<file path="src/design/lbk_pkg.sv">
package lbk_pkg;

  // --------------------------------------------------------------
  // Return path selection codes
  // --------------------------------------------------------------
  localparam logic [1:0] RET_OFF  = 2'h0;
  localparam logic [1:0] RET_USER = 2'h1;
  localparam logic [1:0] RET_T2   = 2'h2;
  localparam logic [1:0] RET_T3   = 2'h3;

  // --------------------------------------------------------------
  // Stream format and reset values
  // --------------------------------------------------------------
  localparam logic [1:0] FMT_RESET = 2'h0;
  localparam logic [1:0] RET_RESET = 2'h0;

  // --------------------------------------------------------------
  // Loopback grouping and fill level format
  // --------------------------------------------------------------
  localparam int         GROUP_BYTES = 128;
  localparam logic [6:0] GROUP_LAST  = 7'h7F;
  localparam logic [7:0] PAD_BYTE    = 8'hA5;
  localparam int         FILL_W      = 16;
  localparam logic [15:0] FILL_FULL  = 16'hFFFF;

  // --------------------------------------------------------------
  // Configuration port widths and link status size
  // --------------------------------------------------------------
  localparam int CFG_AW = 31;
  localparam int CFG_DW = 32;
  localparam int LINKS  = 9;
  localparam int LSTAT_W = 8;

endpackage

</file>
<file path="src/design/group_packer.sv">
`timescale 1ns/1ps
`default_nettype none
module group_packer
  import lbk_pkg::*;
(
  input  wire logic       core_clk,
  input  wire logic       rstn,
  input  wire logic       enable,
  input  wire logic [7:0] s_tdata,
  input  wire logic       s_tvalid,
  input  wire logic       s_tlast,
  output var  logic       s_tready,
  output var  logic [7:0] g_data,
  output var  logic       g_valid,
  output var  logic       g_end
);

  typedef enum logic {PASS, PAD} pack_e;
  pack_e      state;
  logic [6:0] count;
  logic       take;

  assign take = s_tvalid && s_tready;

  // --------------------------------------------------------------
  // Byte count within the group
  // --------------------------------------------------------------
  // 128 byte groups
  always_ff @(posedge core_clk or negedge rstn)
  begin
    if (!rstn)
      count <= 7'h00;
    else if (take || state == PAD)
      count <= count + 7'h01;
  end

  always_ff @(posedge core_clk or negedge rstn)
  begin
    if (!rstn)
    begin
      state    <= PASS;
      s_tready <= 1'b0;
    end
    else
    begin
      case (state)
        PASS:
        begin
          if (take && s_tlast && count != GROUP_LAST)
          begin
            state    <= PAD;
            s_tready <= 1'b0;
          end
          else
            s_tready <= enable;
        end
        PAD:
        begin
          if (count == GROUP_LAST)
          begin
            state    <= PASS;
            s_tready <= enable;
          end
        end
        default:
        begin
          state    <= PASS;
          s_tready <= 1'b0;
        end
      endcase
    end
  end

  always_ff @(posedge core_clk or negedge rstn)
  begin
    if (!rstn)
    begin
      g_data  <= 8'h00;
      g_valid <= 1'b0;
      g_end   <= 1'b0;
    end
    else
    begin
      g_valid <= take || state == PAD;
      g_data  <= (state == PAD) ? PAD_BYTE : s_tdata;
      g_end   <= (take || state == PAD) && count == GROUP_LAST;
    end
  end

endmodule // group_packer
`default_nettype wire

</file>
<file path="src/design/cfg_port.sv">
`timescale 1ns/1ps
`default_nettype none
module cfg_port
  import lbk_pkg::*;
(
  input  wire logic              core_clk,
  input  wire logic              rstn,
  input  wire logic              cmd_valid,
  input  wire logic              cmd_write,
  input  wire logic [CFG_AW-1:0] cmd_addr,
  input  wire logic [CFG_DW-1:0] cmd_wdata,
  output var  logic              cmd_busy,
  output var  logic              cmd_done,
  output var  logic [CFG_DW-1:0] cmd_rdata,
  output var  logic [CFG_AW-1:0] cfg_addr,
  output var  logic [CFG_DW-1:0] cfg_wdata,
  output var  logic              cfg_wr,
  output var  logic              cfg_rd,
  input  wire logic [CFG_DW-1:0] cfg_rdata,
  input  wire logic              cfg_rd_ready
);

  typedef enum logic [1:0] {IDLE, WSTB, RSTB, RWAIT} cfg_e;
  cfg_e state;

  // --------------------------------------------------------------
  // Strobe sequencer
  // --------------------------------------------------------------
  // one transaction at a time
  always_ff @(posedge core_clk or negedge rstn)
  begin
    if (!rstn)
    begin
      state     <= IDLE;
      cfg_addr  <= '0;
      cfg_wdata <= '0;
      cfg_wr    <= 1'b0;
      cfg_rd    <= 1'b0;
      cmd_busy  <= 1'b0;
      cmd_done  <= 1'b0;
      cmd_rdata <= '0;
    end
    else
    begin
      cmd_done <= 1'b0;
      cfg_wr   <= 1'b0;
      cfg_rd   <= 1'b0;
      case (state)
        IDLE:
        begin
          if (cmd_valid)
          begin
            // address set up a cycle early
            cfg_addr  <= cmd_addr;
            cfg_wdata <= cmd_wdata;
            cmd_busy  <= 1'b1;
            state     <= cmd_write ? WSTB : RSTB;
          end
        end
        WSTB:
        begin
          cfg_wr <= 1'b1;
          state  <= RWAIT;
        end
        RSTB:
        begin
          cfg_rd <= 1'b1;
          state  <= RWAIT;
        end
        RWAIT:
        begin
          // Writes finish right after the strobe; reads wait for ready
          if (cfg_wr || cfg_rd_ready)
          begin
            cmd_rdata <= cfg_wr ? cmd_rdata : cfg_rdata;
            cmd_done  <= 1'b1;
            cmd_busy  <= 1'b0;
            state     <= IDLE;
          end
        end
        default:
          state <= IDLE;
      endcase
    end
  end

endmodule // cfg_port
`default_nettype wire

</file>
<file path="src/design/loopback_stream_and_config_port.sv">
// Functional notes
// - User loopback stream uses AXI4-Stream valid/ready, user is source.
// - Accepted bytes are grouped into 128-byte chunks.
// - A TLAST beat pads the remaining group with 0xA5 bytes.
// - Ready stays low while padding is in progress.
// - Four return path settings: off, user, T2, T3.
// - Selection codes: 00 off, 01 user, 10 T2, 11 T3.
// - Format and path selects always valid, follow latest host setting.
// - Fill level is 16-bit ratio, zero empty, all ones full.
// - Fill level valid only while its new flag is high.
// - Fill level is the value measured at the instrument.
// - Status of nine serial links is presented continuously.
// - Config port: 32-bit data, 2^31 word addresses.
// - Write address and data valid no later than write strobe.
// - Read address valid no later than read strobe.
// - Host command direction 1 writes, 0 reads and returns data.
`timescale 1ns/1ps
`default_nettype none
module loopback_stream_and_config_port
  import lbk_pkg::*;
(
  input  wire logic                     core_clk,
  input  wire logic                     rstn,
  // Host settings
  input  wire logic                     set_valid,
  input  wire logic [1:0]               set_format,
  input  wire logic [1:0]               set_path,
  output var  logic [1:0]               stream_format_select,
  output var  logic [1:0]               return_path_select,
  // User loopback stream
  input  wire logic [7:0]               lb_tdata,
  input  wire logic                     lb_tvalid,
  input  wire logic                     lb_tlast,
  output var  logic                     lb_tready,
  // Filtered record sources
  input  wire logic [7:0]               return_path_t2_records,
  input  wire logic                     t2_valid,
  input  wire logic [7:0]               return_path_t3_records,
  input  wire logic                     t3_valid,
  // Bytes toward the host
  output var  logic [7:0]               host_data,
  output var  logic                     host_valid,
  output var  logic                     host_group_end,
  // Fill level from the instrument
  input  wire logic [FILL_W-1:0]        meas_fill,
  input  wire logic                     meas_fill_new,
  output var  logic [FILL_W-1:0]        fill_level,
  output var  logic                     fill_new,
  // Link status
  input  wire logic [LINKS*LSTAT_W-1:0] link_status_in,
  output var  logic [LINKS*LSTAT_W-1:0] link_status,
  // Host user commands
  input  wire logic                     cmd_valid,
  input  wire logic                     cmd_write,
  input  wire logic [CFG_AW-1:0]        cmd_addr,
  input  wire logic [CFG_DW-1:0]        cmd_wdata,
  output var  logic                     cmd_busy,
  output var  logic                     cmd_done,
  output var  logic [CFG_DW-1:0]        cmd_rdata,
  // Configuration port toward user logic
  output var  logic [CFG_AW-1:0]        cfg_addr,
  output var  logic [CFG_DW-1:0]        cfg_wdata,
  output var  logic                     cfg_wr,
  output var  logic                     cfg_rd,
  input  wire logic [CFG_DW-1:0]        cfg_rdata,
  input  wire logic                     cfg_rd_ready
);

  logic       [7:0] g_data;
  logic             g_valid;
  logic             g_end;
  logic             user_en;

  // --------------------------------------------------------------
  // Host settings
  // --------------------------------------------------------------
  // hold latest setting
  always_ff @(posedge core_clk or negedge rstn)
  begin
    if (!rstn)
    begin
      stream_format_select <= FMT_RESET;
      return_path_select   <= RET_RESET;
    end
    else if (set_valid)
    begin
      stream_format_select <= set_format;
      return_path_select   <= set_path;
    end
  end

  assign user_en = (return_path_select == RET_USER);

  // --------------------------------------------------------------
  // User stream packing
  // --------------------------------------------------------------
  group_packer u_packer (
    .core_clk (core_clk),
    .rstn     (rstn),
    .enable   (user_en),
    .s_tdata  (lb_tdata),
    .s_tvalid (lb_tvalid),
    .s_tlast  (lb_tlast),
    .s_tready (lb_tready),
    .g_data   (g_data),
    .g_valid  (g_valid),
    .g_end    (g_end)
  );

  // --------------------------------------------------------------
  // Return path selection
  // --------------------------------------------------------------
  // code to source
  always_ff @(posedge core_clk or negedge rstn)
  begin
    if (!rstn)
    begin
      host_data      <= 8'h00;
      host_valid     <= 1'b0;
      host_group_end <= 1'b0;
    end
    else
    begin
      case (return_path_select)
        RET_USER:
        begin
          host_data      <= g_data;
          host_valid     <= g_valid;
          host_group_end <= g_end;
        end
        RET_T2:
        begin
          host_data      <= return_path_t2_records;
          host_valid     <= t2_valid;
          host_group_end <= 1'b0;
        end
        RET_T3:
        begin
          host_data      <= return_path_t3_records;
          host_valid     <= t3_valid;
          host_group_end <= 1'b0;
        end
        default:
        begin
          host_data      <= 8'h00;
          host_valid     <= 1'b0;
          host_group_end <= 1'b0;
        end
      endcase
    end
  end

  // --------------------------------------------------------------
  // Fill level report
  // --------------------------------------------------------------
  // measured ratio forwarded; value only changes with flag
  always_ff @(posedge core_clk or negedge rstn)
  begin
    if (!rstn)
      fill_level <= 16'h0000;
    else if (meas_fill_new)
      fill_level <= meas_fill;
  end

  always_ff @(posedge core_clk or negedge rstn)
  begin
    if (!rstn)
      fill_new <= 1'b0;
    else
      fill_new <= meas_fill_new;
  end

  // --------------------------------------------------------------
  // Link status
  // --------------------------------------------------------------
  // continuous link status
  always_ff @(posedge core_clk or negedge rstn)
  begin
    if (!rstn)
      link_status <= '0;
    else
      link_status <= link_status_in;
  end

  // --------------------------------------------------------------
  // Configuration port
  // --------------------------------------------------------------
  // 32-bit words, 31-bit address
  cfg_port u_cfg (
    .core_clk     (core_clk),
    .rstn         (rstn),
    .cmd_valid    (cmd_valid),
    .cmd_write    (cmd_write),
    .cmd_addr     (cmd_addr),
    .cmd_wdata    (cmd_wdata),
    .cmd_busy     (cmd_busy),
    .cmd_done     (cmd_done),
    .cmd_rdata    (cmd_rdata),
    .cfg_addr     (cfg_addr),
    .cfg_wdata    (cfg_wdata),
    .cfg_wr       (cfg_wr),
    .cfg_rd       (cfg_rd),
    .cfg_rdata    (cfg_rdata),
    .cfg_rd_ready (cfg_rd_ready)
  );

endmodule // loopback_stream_and_config_port
`default_nettype wire

</file>
<file path="config.mk">
export PLATFORM = sky130hd
export DESIGN_NAME = loopback_stream_and_config_port
export DESIGN_NICKNAME = d
export VERILOG_FILES = /design/src/design/lbk_pkg.sv /design/src/design/group_packer.sv /design/src/design/cfg_port.sv /design/src/design/loopback_stream_and_config_port.sv
export SDC_FILE = /design/constraint.sdc
export NUM_CORES = 1
export LEC_CHECK = 0
export BUFFER_PORTS_ARGS = -buffer_cell sky130_fd_sc_hd__buf_2
export CELL_PAD_IN_SITES_DETAIL_PLACEMENT = 0
export CELL_PAD_IN_SITES_GLOBAL_PLACEMENT = 1
export CORE_AREA = 3 3 166 168
export CTS_BUF_LIST = sky130_fd_sc_hd__clkbuf_4 sky130_fd_sc_hd__clkbuf_8 sky130_fd_sc_hd__clkbuf_16
export CTS_CLUSTER_SIZE = 30
export DETAILED_ROUTE_END_ITERATION = 8
export DIE_AREA = 0 0 169 171
export PLACE_DENSITY_LB_ADDON = 0.1
export REMOVE_ABC_BUFFERS = 1
export SYNTH_ARGS = -nofsm -noshare
export SYNTH_HDL_FRONTEND = slang
export SYNTH_SLANG_ARGS = --single-unit
</file>
<file path="constraint.sdc">
create_clock -name core_clk -period 2.6 [get_ports core_clk]
set_input_delay 0.52 -clock core_clk [delete_from_list [all_inputs] [get_ports core_clk]]
set_output_delay 0.52 -clock core_clk [all_outputs]
set_load 0.02 [all_outputs]
</file>
---- Yosys cells after proc, flatten, opt, wreduce, memory -nomap -nowiden ----
Index checks and enable logic that the tools add are counted.
storage, ports and cells
  bits in registers ....................... 223
  word-level logic and storage cells ...... 70
  input port bits ......................... 222
  output and inout bits ................... 203
cells by class
  equal/unequal tests ..................... 11
  $add $sub $neg .......................... 1
  muxes and demuxes ....................... 21
  bitwise logic cells ..................... 2
  reductions and logical operators ........ 13
operators with widths
  kind                 number
  $pmux 8 s3           1
  $mux 1               11
  $eq 2x2->1 const B   4
  $mux 8               1
  $add 7x1->7 const B  1
  $eq 7x7->1 const B   1
  $ne 7x7->1 const B   1
  $mux 2               3
  $pmux 1 s2           3
  $pmux 2 s3           1
  $reduce_and 3->1     2
  $eq 2x1->1 const B   2
  $logic_and 1x1->1    4
  $ne 2x2->1 const B   2
  $reduce_and 2->1     2
  $pmux 1 s3           1
  $logic_not 2->1      1
  $logic_or 1x1->1     2
  $ne 2x1->1 const B   1
  $not 1->1            2
  $reduce_bool 2->1    1
  $reduce_or 2->1      1

---- Longest topological paths before layout ----
Gate-level depths: netlist of run 1.
  depth in word-level cells ............... 5
  gate-level depth with buffers ........... 5
  depth with buffers taken out ............ 5

---- Modules after synthesis ----
From an unflattened synthesis of run 1, not the netlist that was laid out.
unflattened totals
  cells, all modules ...................... 426
  area total of the unflattened synthesis .. 7646.1 um2
by module, submodules not included
  module                           seq. area each (um2)  cells an instance  area an instance (um2)  times used
  cfg_port                         2527.4                225                3872.5                  1
  loopback_stream_and_config_port  2577.5                149                3065.4                  1
  group_packer                     475.5                 52                 708.2                   1

---- Worst setup path before layout of run 1 ----
No wires, ideal clock.
  path kind ............................... flip-flop to flip-flop
  from .................................... register u_cfg.state[0]
  to ...................................... register u_cfg.state[0]
  required time ........................... 2.475 ns
  period minus slack after synthesis ...... 1.470 ns
  arrival time ............................ 1.345 ns
  library setup time ...................... 0.125 ns
  stages on the path, launching flop included .. 6
  buffers on the path ..................... 0
  path slack .............................. 1.130 ns
  cells stage by stage .................... dfrtp_1 inv_1 ha_1 nor2b_1 a21oi_1 mux2_2
on the way
  word-level cells in the longest chain between the ends .. 3
  elaborated cells between the ends (all ways) .. 9
  those cells by class .................... eq/ne: 5; mux: 1; reduce/logical: 3
RTL lines
  element                                                   line            source
  start, declared                                           cfg_port.sv:24  cfg_e state;
  start signal, assigned                                    cfg_port.sv:57  state <= cmd_write ? WSTB : RSTB;
  $eq 2x1->1 (tied with other cells)                        cfg_port.sv:48  case (state)
  $reduce_or 2->1 (no source line) (tied with other cells)  --
  $pmux 2 s3 or $reduce_and 2->1 (tied branches)            --
Parallel ways exist; a longest one is shown, timed or not.
A chain may end at the register's enable or synchronous reset.

---- Worst setup path after layout of run 1 ----
  from .................................... register u_cfg.state[0]
  to ...................................... register u_cfg.cfg_wdata[1]
on the way
  word-level cells in the longest chain between the ends .. 2
RTL lines
  element                            line            source
  $logic_not 2->1                    cfg_port.sv:48
  $reduce_and 2->1 (no source line)  --
  end signal, assigned               cfg_port.sv:55  cfg_wdata <= cmd_wdata;
  end, declared                      cfg_port.sv:16  output var logic [CFG_DW-1:0] cfg_wdata,
No other way between the ends.

==> results of run 1 <==
-- sequential cells by signal, indices dropped and copies added (netlist names) --
name and count:
return_path_select 2, link_status 72, stream_format_select 2, host_valid 1
u_packer.count 7, fill_new 1, u_cfg.cfg_wdata 32, u_packer.g_end 1
u_cfg.cmd_busy 1, u_cfg.cmd_done 1, u_cfg.state 2, u_packer.s_tready 1
u_cfg.cmd_rdata 32, u_cfg.cfg_rd 1, fill_level 16, u_packer.state 1
u_cfg.cfg_wr 1, u_packer.g_data 8, host_group_end 1, host_data 8
u_cfg.cfg_addr 31, u_packer.g_valid 1
-- layout make-up --
class / count / area (um2) / area share (%)
inverter: 5 / 18.8 / 0.171
sequential: 223 / 5580 / 51.0
multi-input combinational: 189 / 1870 / 17.1
antenna: 3 / 7.51 / 0.0686
clock buffer: 41 / 818 / 7.47
clock inverter: 3 / 40.0 / 0.366
timing repair buffer: 429 / 2200 / 20.1
tap: 335 / 419 / 3.83
-- cells in the mapped netlist (4+ instances only) --
| cell type | count | area [um2] |
|---|---|---|
| buf_6 | 8 | 90.1 |
| a22o_1 | 9 | 78.8 |
| mux2_2 | 121 | 1360 |
| ha_1 | 5 | 62.6 |
| o21ai_0 | 4 | 20.0 |
| or2_2 | 4 | 25.0 |
| dfrtp_1 | 223 | 5580 |
| mux2_4 | 4 | 60.1 |
| nor2_1 | 4 | 15.0 |
| inv_1 | 5 | 18.8 |
| nor2b_1 | 7 | 43.8 |
| nand2_1 | 8 | 30.0 |
-- power groups by stage --
stage / clock, mW / sequential [mW] / combinational (mW)
after floorplan: 0 / 6.17 / 1.36
after global placement: 0 / 5.03 / 4.07
after detailed placement: 0 / 5.06 / 4.15
after CTS: 3.72 / 5.01 / 4.16
after global routing: 3.87 / 5.13 / 4.37
final: 3.58 / 4.99 / 4.05
-- cell families (layout without fill, tap and decap cells) --
group,after synthesis,after routing,synth area share [%]
AND/OR/NAND/NOR,34,34,2.49
buffers and inverters,20,478,1.88
multiplexers,126,126,18.9
XOR/XNOR,6,6,0.692
other,0,3,0
adder cells (fa/ha/maj),5,5,0.824
AO/OA/AOI/OAI,18,18,1.71
flip-flops,223,223,73.5
-- worst min path at each step --
stage                   endpoint
2_1_floorplan      fill_level[0]
4_1_cts          link_status[40]
3_5_place_dp   u_packer.count[6]
6_report         link_status[25]
3_3_place_gp   u_packer.count[6]
5_1_grt          link_status[40]
-- per-stage QoR --
step	hold WS, ps	setup WS [ps]	area, um2
CTS	78.4	591	10900
finish	109	620	10900
floorplan	224	907	7470
detailed placement	458	600	10100
global route	73.8	497	10900
global placement	462	675	10100
-- layer usage --
metal | routed length [um] | vias to the layer above
li1 | - | 2362
met1 | 7380 | 2489
met2 | 11100 | 226
met3 | 2200 | 47
met4 | 628 | 6
met5 | 37 | -
-- what timing repair did --
action,CTS,global route
buffers inserted,0,0
hold endpoints to repair,57,0
hold buffers,1,0
==> impl_metrics.env, run 1 <==
export IMPL_tightest_slew_ps=853
export IMPL_r2r_cells=4
export IMPL_drtPass1Iterations=4
export IMPL_critPathRequiredTime_ps=3000
export IMPL_cts_repair_resized=0
export IMPL_p_leak_nw=5.55
export IMPL_seq_power_share_pct=39.5
export IMPL_use_met1_pct=15.2
export IMPL_met3_usage_pct=5.52
export IMPL_p_per_area_nw_per_um2=1150
export IMPL_dp_cells=1180
export IMPL_critical_path_buf_inv_count=1
export IMPL_worstHoldPathType="in2reg"
export IMPL_io_pins=425
export IMPL_synth_cells=432
export IMPL_final_cells=1228
export IMPL_internal_power_mw=8.46
export IMPL_num_vias=5130
export IMPL_crit_path_end="u_cfg.cfg_wdata[1]"
export IMPL_post_route_util_pct=42.0
export IMPL_clock_path_buffers=3
export IMPL_fp_coreArea_um2=26100
export IMPL_hold_path_depth=1
export IMPL_clock_root_buffer="clkbuf_16"
export IMPL_drt_total_wl_mm=21.4
export IMPL_arrival_ps=2380
export IMPL_drc=0
export IMPL_drive_gt1_share_pct=67.9
export IMPL_ir_drop_uv=713
export IMPL_timing_final_crit_share_pct=76.1
export IMPL_grt_util_all_layers_pct=14.0
export IMPL_clkLatencyLatePin_ps=510
export IMPL_area_growth_pct=44.2
export IMPL_r2r_start="u_cfg.state[0]"
export IMPL_p_total_mw=12.6
export IMPL_slew_headroom_pct=43.2
export IMPL_r2r_end="u_cfg.cfg_wdata[1]"
export IMPL_hpwl_mm=16.3
export IMPL_r2r_setup_slack_ps=620
export IMPL_setup_tns_ps=0
export IMPL_grt_pass1_wl_mm=32.2
export IMPL_fmax_ghz=0.505
export IMPL_final_cell_mix="buf_2, dfrtp_1, mux2_2"
export IMPL_io_buffers=424
export IMPL_clk_pin_slew_ps=60
export IMPL_rsz0062_at_grt="no"
export IMPL_critical_path_max_stage_delay_ps=640
export IMPL_gp_congestion=0.785
export IMPL_grt_remaining_overflow=0
export IMPL_startpoint_type="flip-flop"
export IMPL_syn_area_um2=7590
export IMPL_skew_ps=11.4
export IMPL_cp_depth=4
export IMPL_die_w_um=169
export IMPL_hold_viol=0
export IMPL_ant_nets=0
export IMPL_yosysSeqAreaShare_pct=73.5
export IMPL_crit_start="u_cfg.state[0]"
export IMPL_netSwitchingFraction_pct=33.0
export IMPL_worstPathCellList="inv_1 > ha_1 > nand2_4 > mux2_2"
export IMPL_async_flop_share_pct=100
export IMPL_via_per_inst=4.18
export IMPL_worstHoldStart="link_status_in[25]"
export IMPL_dieHeight_um=171
export IMPL_synth_edf_count=0
export IMPL_fillers=2532
export IMPL_yosys_cell_types_count=28
export IMPL_synth_seq_cells=223
export IMPL_antenna_found_initial=6
export IMPL_die_area_um2=28900
export IMPL_grt_pass1_vias=5772
export IMPL_layout_nets=1101
export IMPL_combPwrFrac_pct=32.1
export IMPL_h_tree_depth=1
export IMPL_setup_viol=0
export IMPL_cpMaxStageDelayCell="nand2_4"
export IMPL_syn_mean_instance_area_um2=17.6
export IMPL_rows=59
export IMPL_use_met2_pct=24.9
export IMPL_period_minus_slack_ps=1980
export IMPL_final_common_cell="buf_2"
export IMPL_initial_core_util_pct=29.1
export IMPL_yosys_warnings=0
export IMPL_crit_fanout=63
export IMPL_cap_violations=0
export IMPL_cts_buffers=26
export IMPL_cts_tree="yes"
export IMPL_critPathTopFamily="simple AND/OR/NAND/NOR gates"
export IMPL_criticalPathCategory="reg2reg"
export IMPL_drtIter0Drc=189
export IMPL_pwr_share_clk_pct=28.4
export IMPL_slew_violations=0
export IMPL_p_switching_mw=4.16
export IMPL_clock_sinks=223
export IMPL_ys_flop_type="dfrtp_1"
export IMPL_top_usage_layer="met2"
export IMPL_grt_max_degree=76
export IMPL_wl_per_cell_um=17.4
export IMPL_cp_end_kind="flip-flop"
export IMPL_outcome="completed"
Power figures use the tool's default switching activity.
==> run 2, diff against run 1 <==
==> constraint.sdc (replaced) <==
create_clock -name core_clk -period 1.75 [get_ports core_clk]
set_input_delay 0.35 -clock core_clk [delete_from_list [all_inputs] [get_ports core_clk]]
set_output_delay 0.35 -clock core_clk [all_outputs]
set_load 0.02 [all_outputs]
==> impl_metrics.env, run 2 (synthesis results as in run 1) <==
export IMPL_grt_pass1_wl_mm=33.8
export IMPL_io_buffers=424
export IMPL_wl_per_cell_um=17.0
export IMPL_ant_nets=0
export IMPL_initial_core_util_pct=29.1
export IMPL_cap_violations=0
export IMPL_cts_tree="yes"
export IMPL_critPathTopFamily="flip-flops"
export IMPL_placed_area_um2=10200
export IMPL_clock_sinks=223
export IMPL_tightest_slew_ps=684
export IMPL_die_area_um2=28900
export IMPL_final_common_cell="buf_2"
export IMPL_rsz0062_at_grt="no"
export IMPL_drtIter0Drc=120
export IMPL_dieHeight_um=171
export IMPL_fmax_ghz=0.609
export IMPL_area_growth_pct=56.5
export IMPL_num_vias=5534
export IMPL_layout_nets=1182
export IMPL_setup_viol=0
export IMPL_hold_viol=0
export IMPL_clk_pin_slew_ps=60
export IMPL_timing_final_crit_share_pct=93.9
export IMPL_grt_max_degree=56
export IMPL_grt_util_all_layers_pct=14.7
export IMPL_p_total_mw=19.5
export IMPL_cp_depth=2
export IMPL_hpwl_mm=16.7
export IMPL_final_cell_mix="buf_2, dfrtp_1, mux2_2"
export IMPL_cp_end_kind="primary output"
export IMPL_p_leak_nw=5.96
export IMPL_largestRegisters="link_status (72), u_cfg.cfg_wdata (32), u_cfg.cmd_rdata (32)"
export IMPL_cts_buffers=26
export IMPL_slew_violations=0
export IMPL_antenna_found_initial=3
export IMPL_p_per_area_nw_per_um2=1640
export IMPL_critPathRequiredTime_ps=1400
export IMPL_drc=0
export IMPL_fin_area_um2=11900
export IMPL_ir_drop_uv=789
export IMPL_period_minus_slack_ps=1640
export IMPL_slew_headroom_pct=54.3
export IMPL_h_tree_depth=1
export IMPL_critical_path_buf_inv_count=2
export IMPL_arrival_ps=1290
export IMPL_skew_ps=12.9
export IMPL_hold_path_depth=2
export IMPL_gp_congestion=0.780
export IMPL_clock_path_buffers=3
export IMPL_largest_reg_flops=72
export IMPL_grt_pass1_vias=6184
export IMPL_worstHoldPathType="in2reg"
export IMPL_grt_remaining_overflow=0
export IMPL_critical_path_max_stage_delay_ps=440
export IMPL_fillers=2391
export IMPL_startpoint_type="flip-flop"
export IMPL_worstPathCellList="buf_4 > buf_2"
export IMPL_clkLatencyLatePin_ps=510
export IMPL_rows=59
export IMPL_drt_total_wl_mm=22.3
export IMPL_r2r_cells=5
export IMPL_post_route_util_pct=45.6
export IMPL_die_w_um=169
export IMPL_via_per_inst=4.22
export IMPL_criticalPathCategory="reg2out"
export IMPL_crit_fanout=8
export IMPL_clock_root_buffer="clkbuf_16"
export IMPL_io_pins=425
export IMPL_setup_tns_ps=0
export IMPL_fp_coreArea_um2=26100
export IMPL_fin_worst_hold_slack_ps=27.6
export IMPL_cpMaxStageDelayCell="dfrtp_2"
export IMPL_drtPass1Iterations=4
export IMPL_outcome="completed"
export IMPL_top_register="link_status"
export IMPL_drive_gt1_share_pct=63.5
==> run 2: cell types whose count changed in the layout (fill, tap and decap cells not counted), sizes merged <==
cell | before | now
buf | 428 | 437
bufinv | 1 | 3
clkbuf | 41 | 43
diode | 3 | 2
dlygate4sd3 | 1 | 73
==> run 2: final timing paths <==
path	from	end	slack, ps
max	return_path_select[0]	return_path_select[0]	110
min reg2reg	u_packer.count[6]	u_packer.count[6]	470
max in group asynchronous	rstn	u_cfg.cmd_rdata[29]	780
min	lb_tdata[2]	u_packer.g_data[2]	30
max reg2reg	u_cfg.state[0]	u_cfg.cfg_wdata[4]	140
min in group asynchronous	rstn	u_cfg.cfg_wdata[30]	320
==> run 2: routing by layer <==
layer	wire, um	global-route usage, %	vias up
met2	11800	27.1	234
met1	7740	15.8	2705
li1	-	-	2527
met3	1790	4.02	66
met4	894	6.10	2
met5	16	0	-
==> run 2: repair_timing <==
item / CTS / global route
hold buffers: 73 / 0
setup endpoints to repair: 0 / 3
setup buffers: 0 / 0
gates resized for setup: 0 / 2
endpoints found under the hold margin: 105 / 0
==> run 2: where the power goes <==
| part | internal (mW) | switching [mW] |
|---|---|---|
| clock network | 3.72 | 2.03 |
| logic | 2.78 | 3.55 |
| registers | 6.68 | 0.703 |
| total | 13.2 | 6.28 |
==> run 2: cell type report <==
class                   count  area [um2]  share of cell area, %
diodes                      2        5.00                 0.0421
clock buffers              43         846                   7.12
clock inverters             5         100                  0.843
inverters                   5        18.8                  0.158
multi-input cells         189        1870                   15.8
flip-flops and latches    223        5580                   47.0
well taps                 335         419                   3.53
repair buffers            510        3040                   25.6
==> run 2: metrics by stage <==
stage          setup slack (ps)  std cells
2_1_floorplan              56.5        417
3_3_place_gp                193       1189
3_5_place_dp                102       1189
4_1_cts                    19.3       1310
5_1_grt                    32.2       1312
6_report                    107       1312
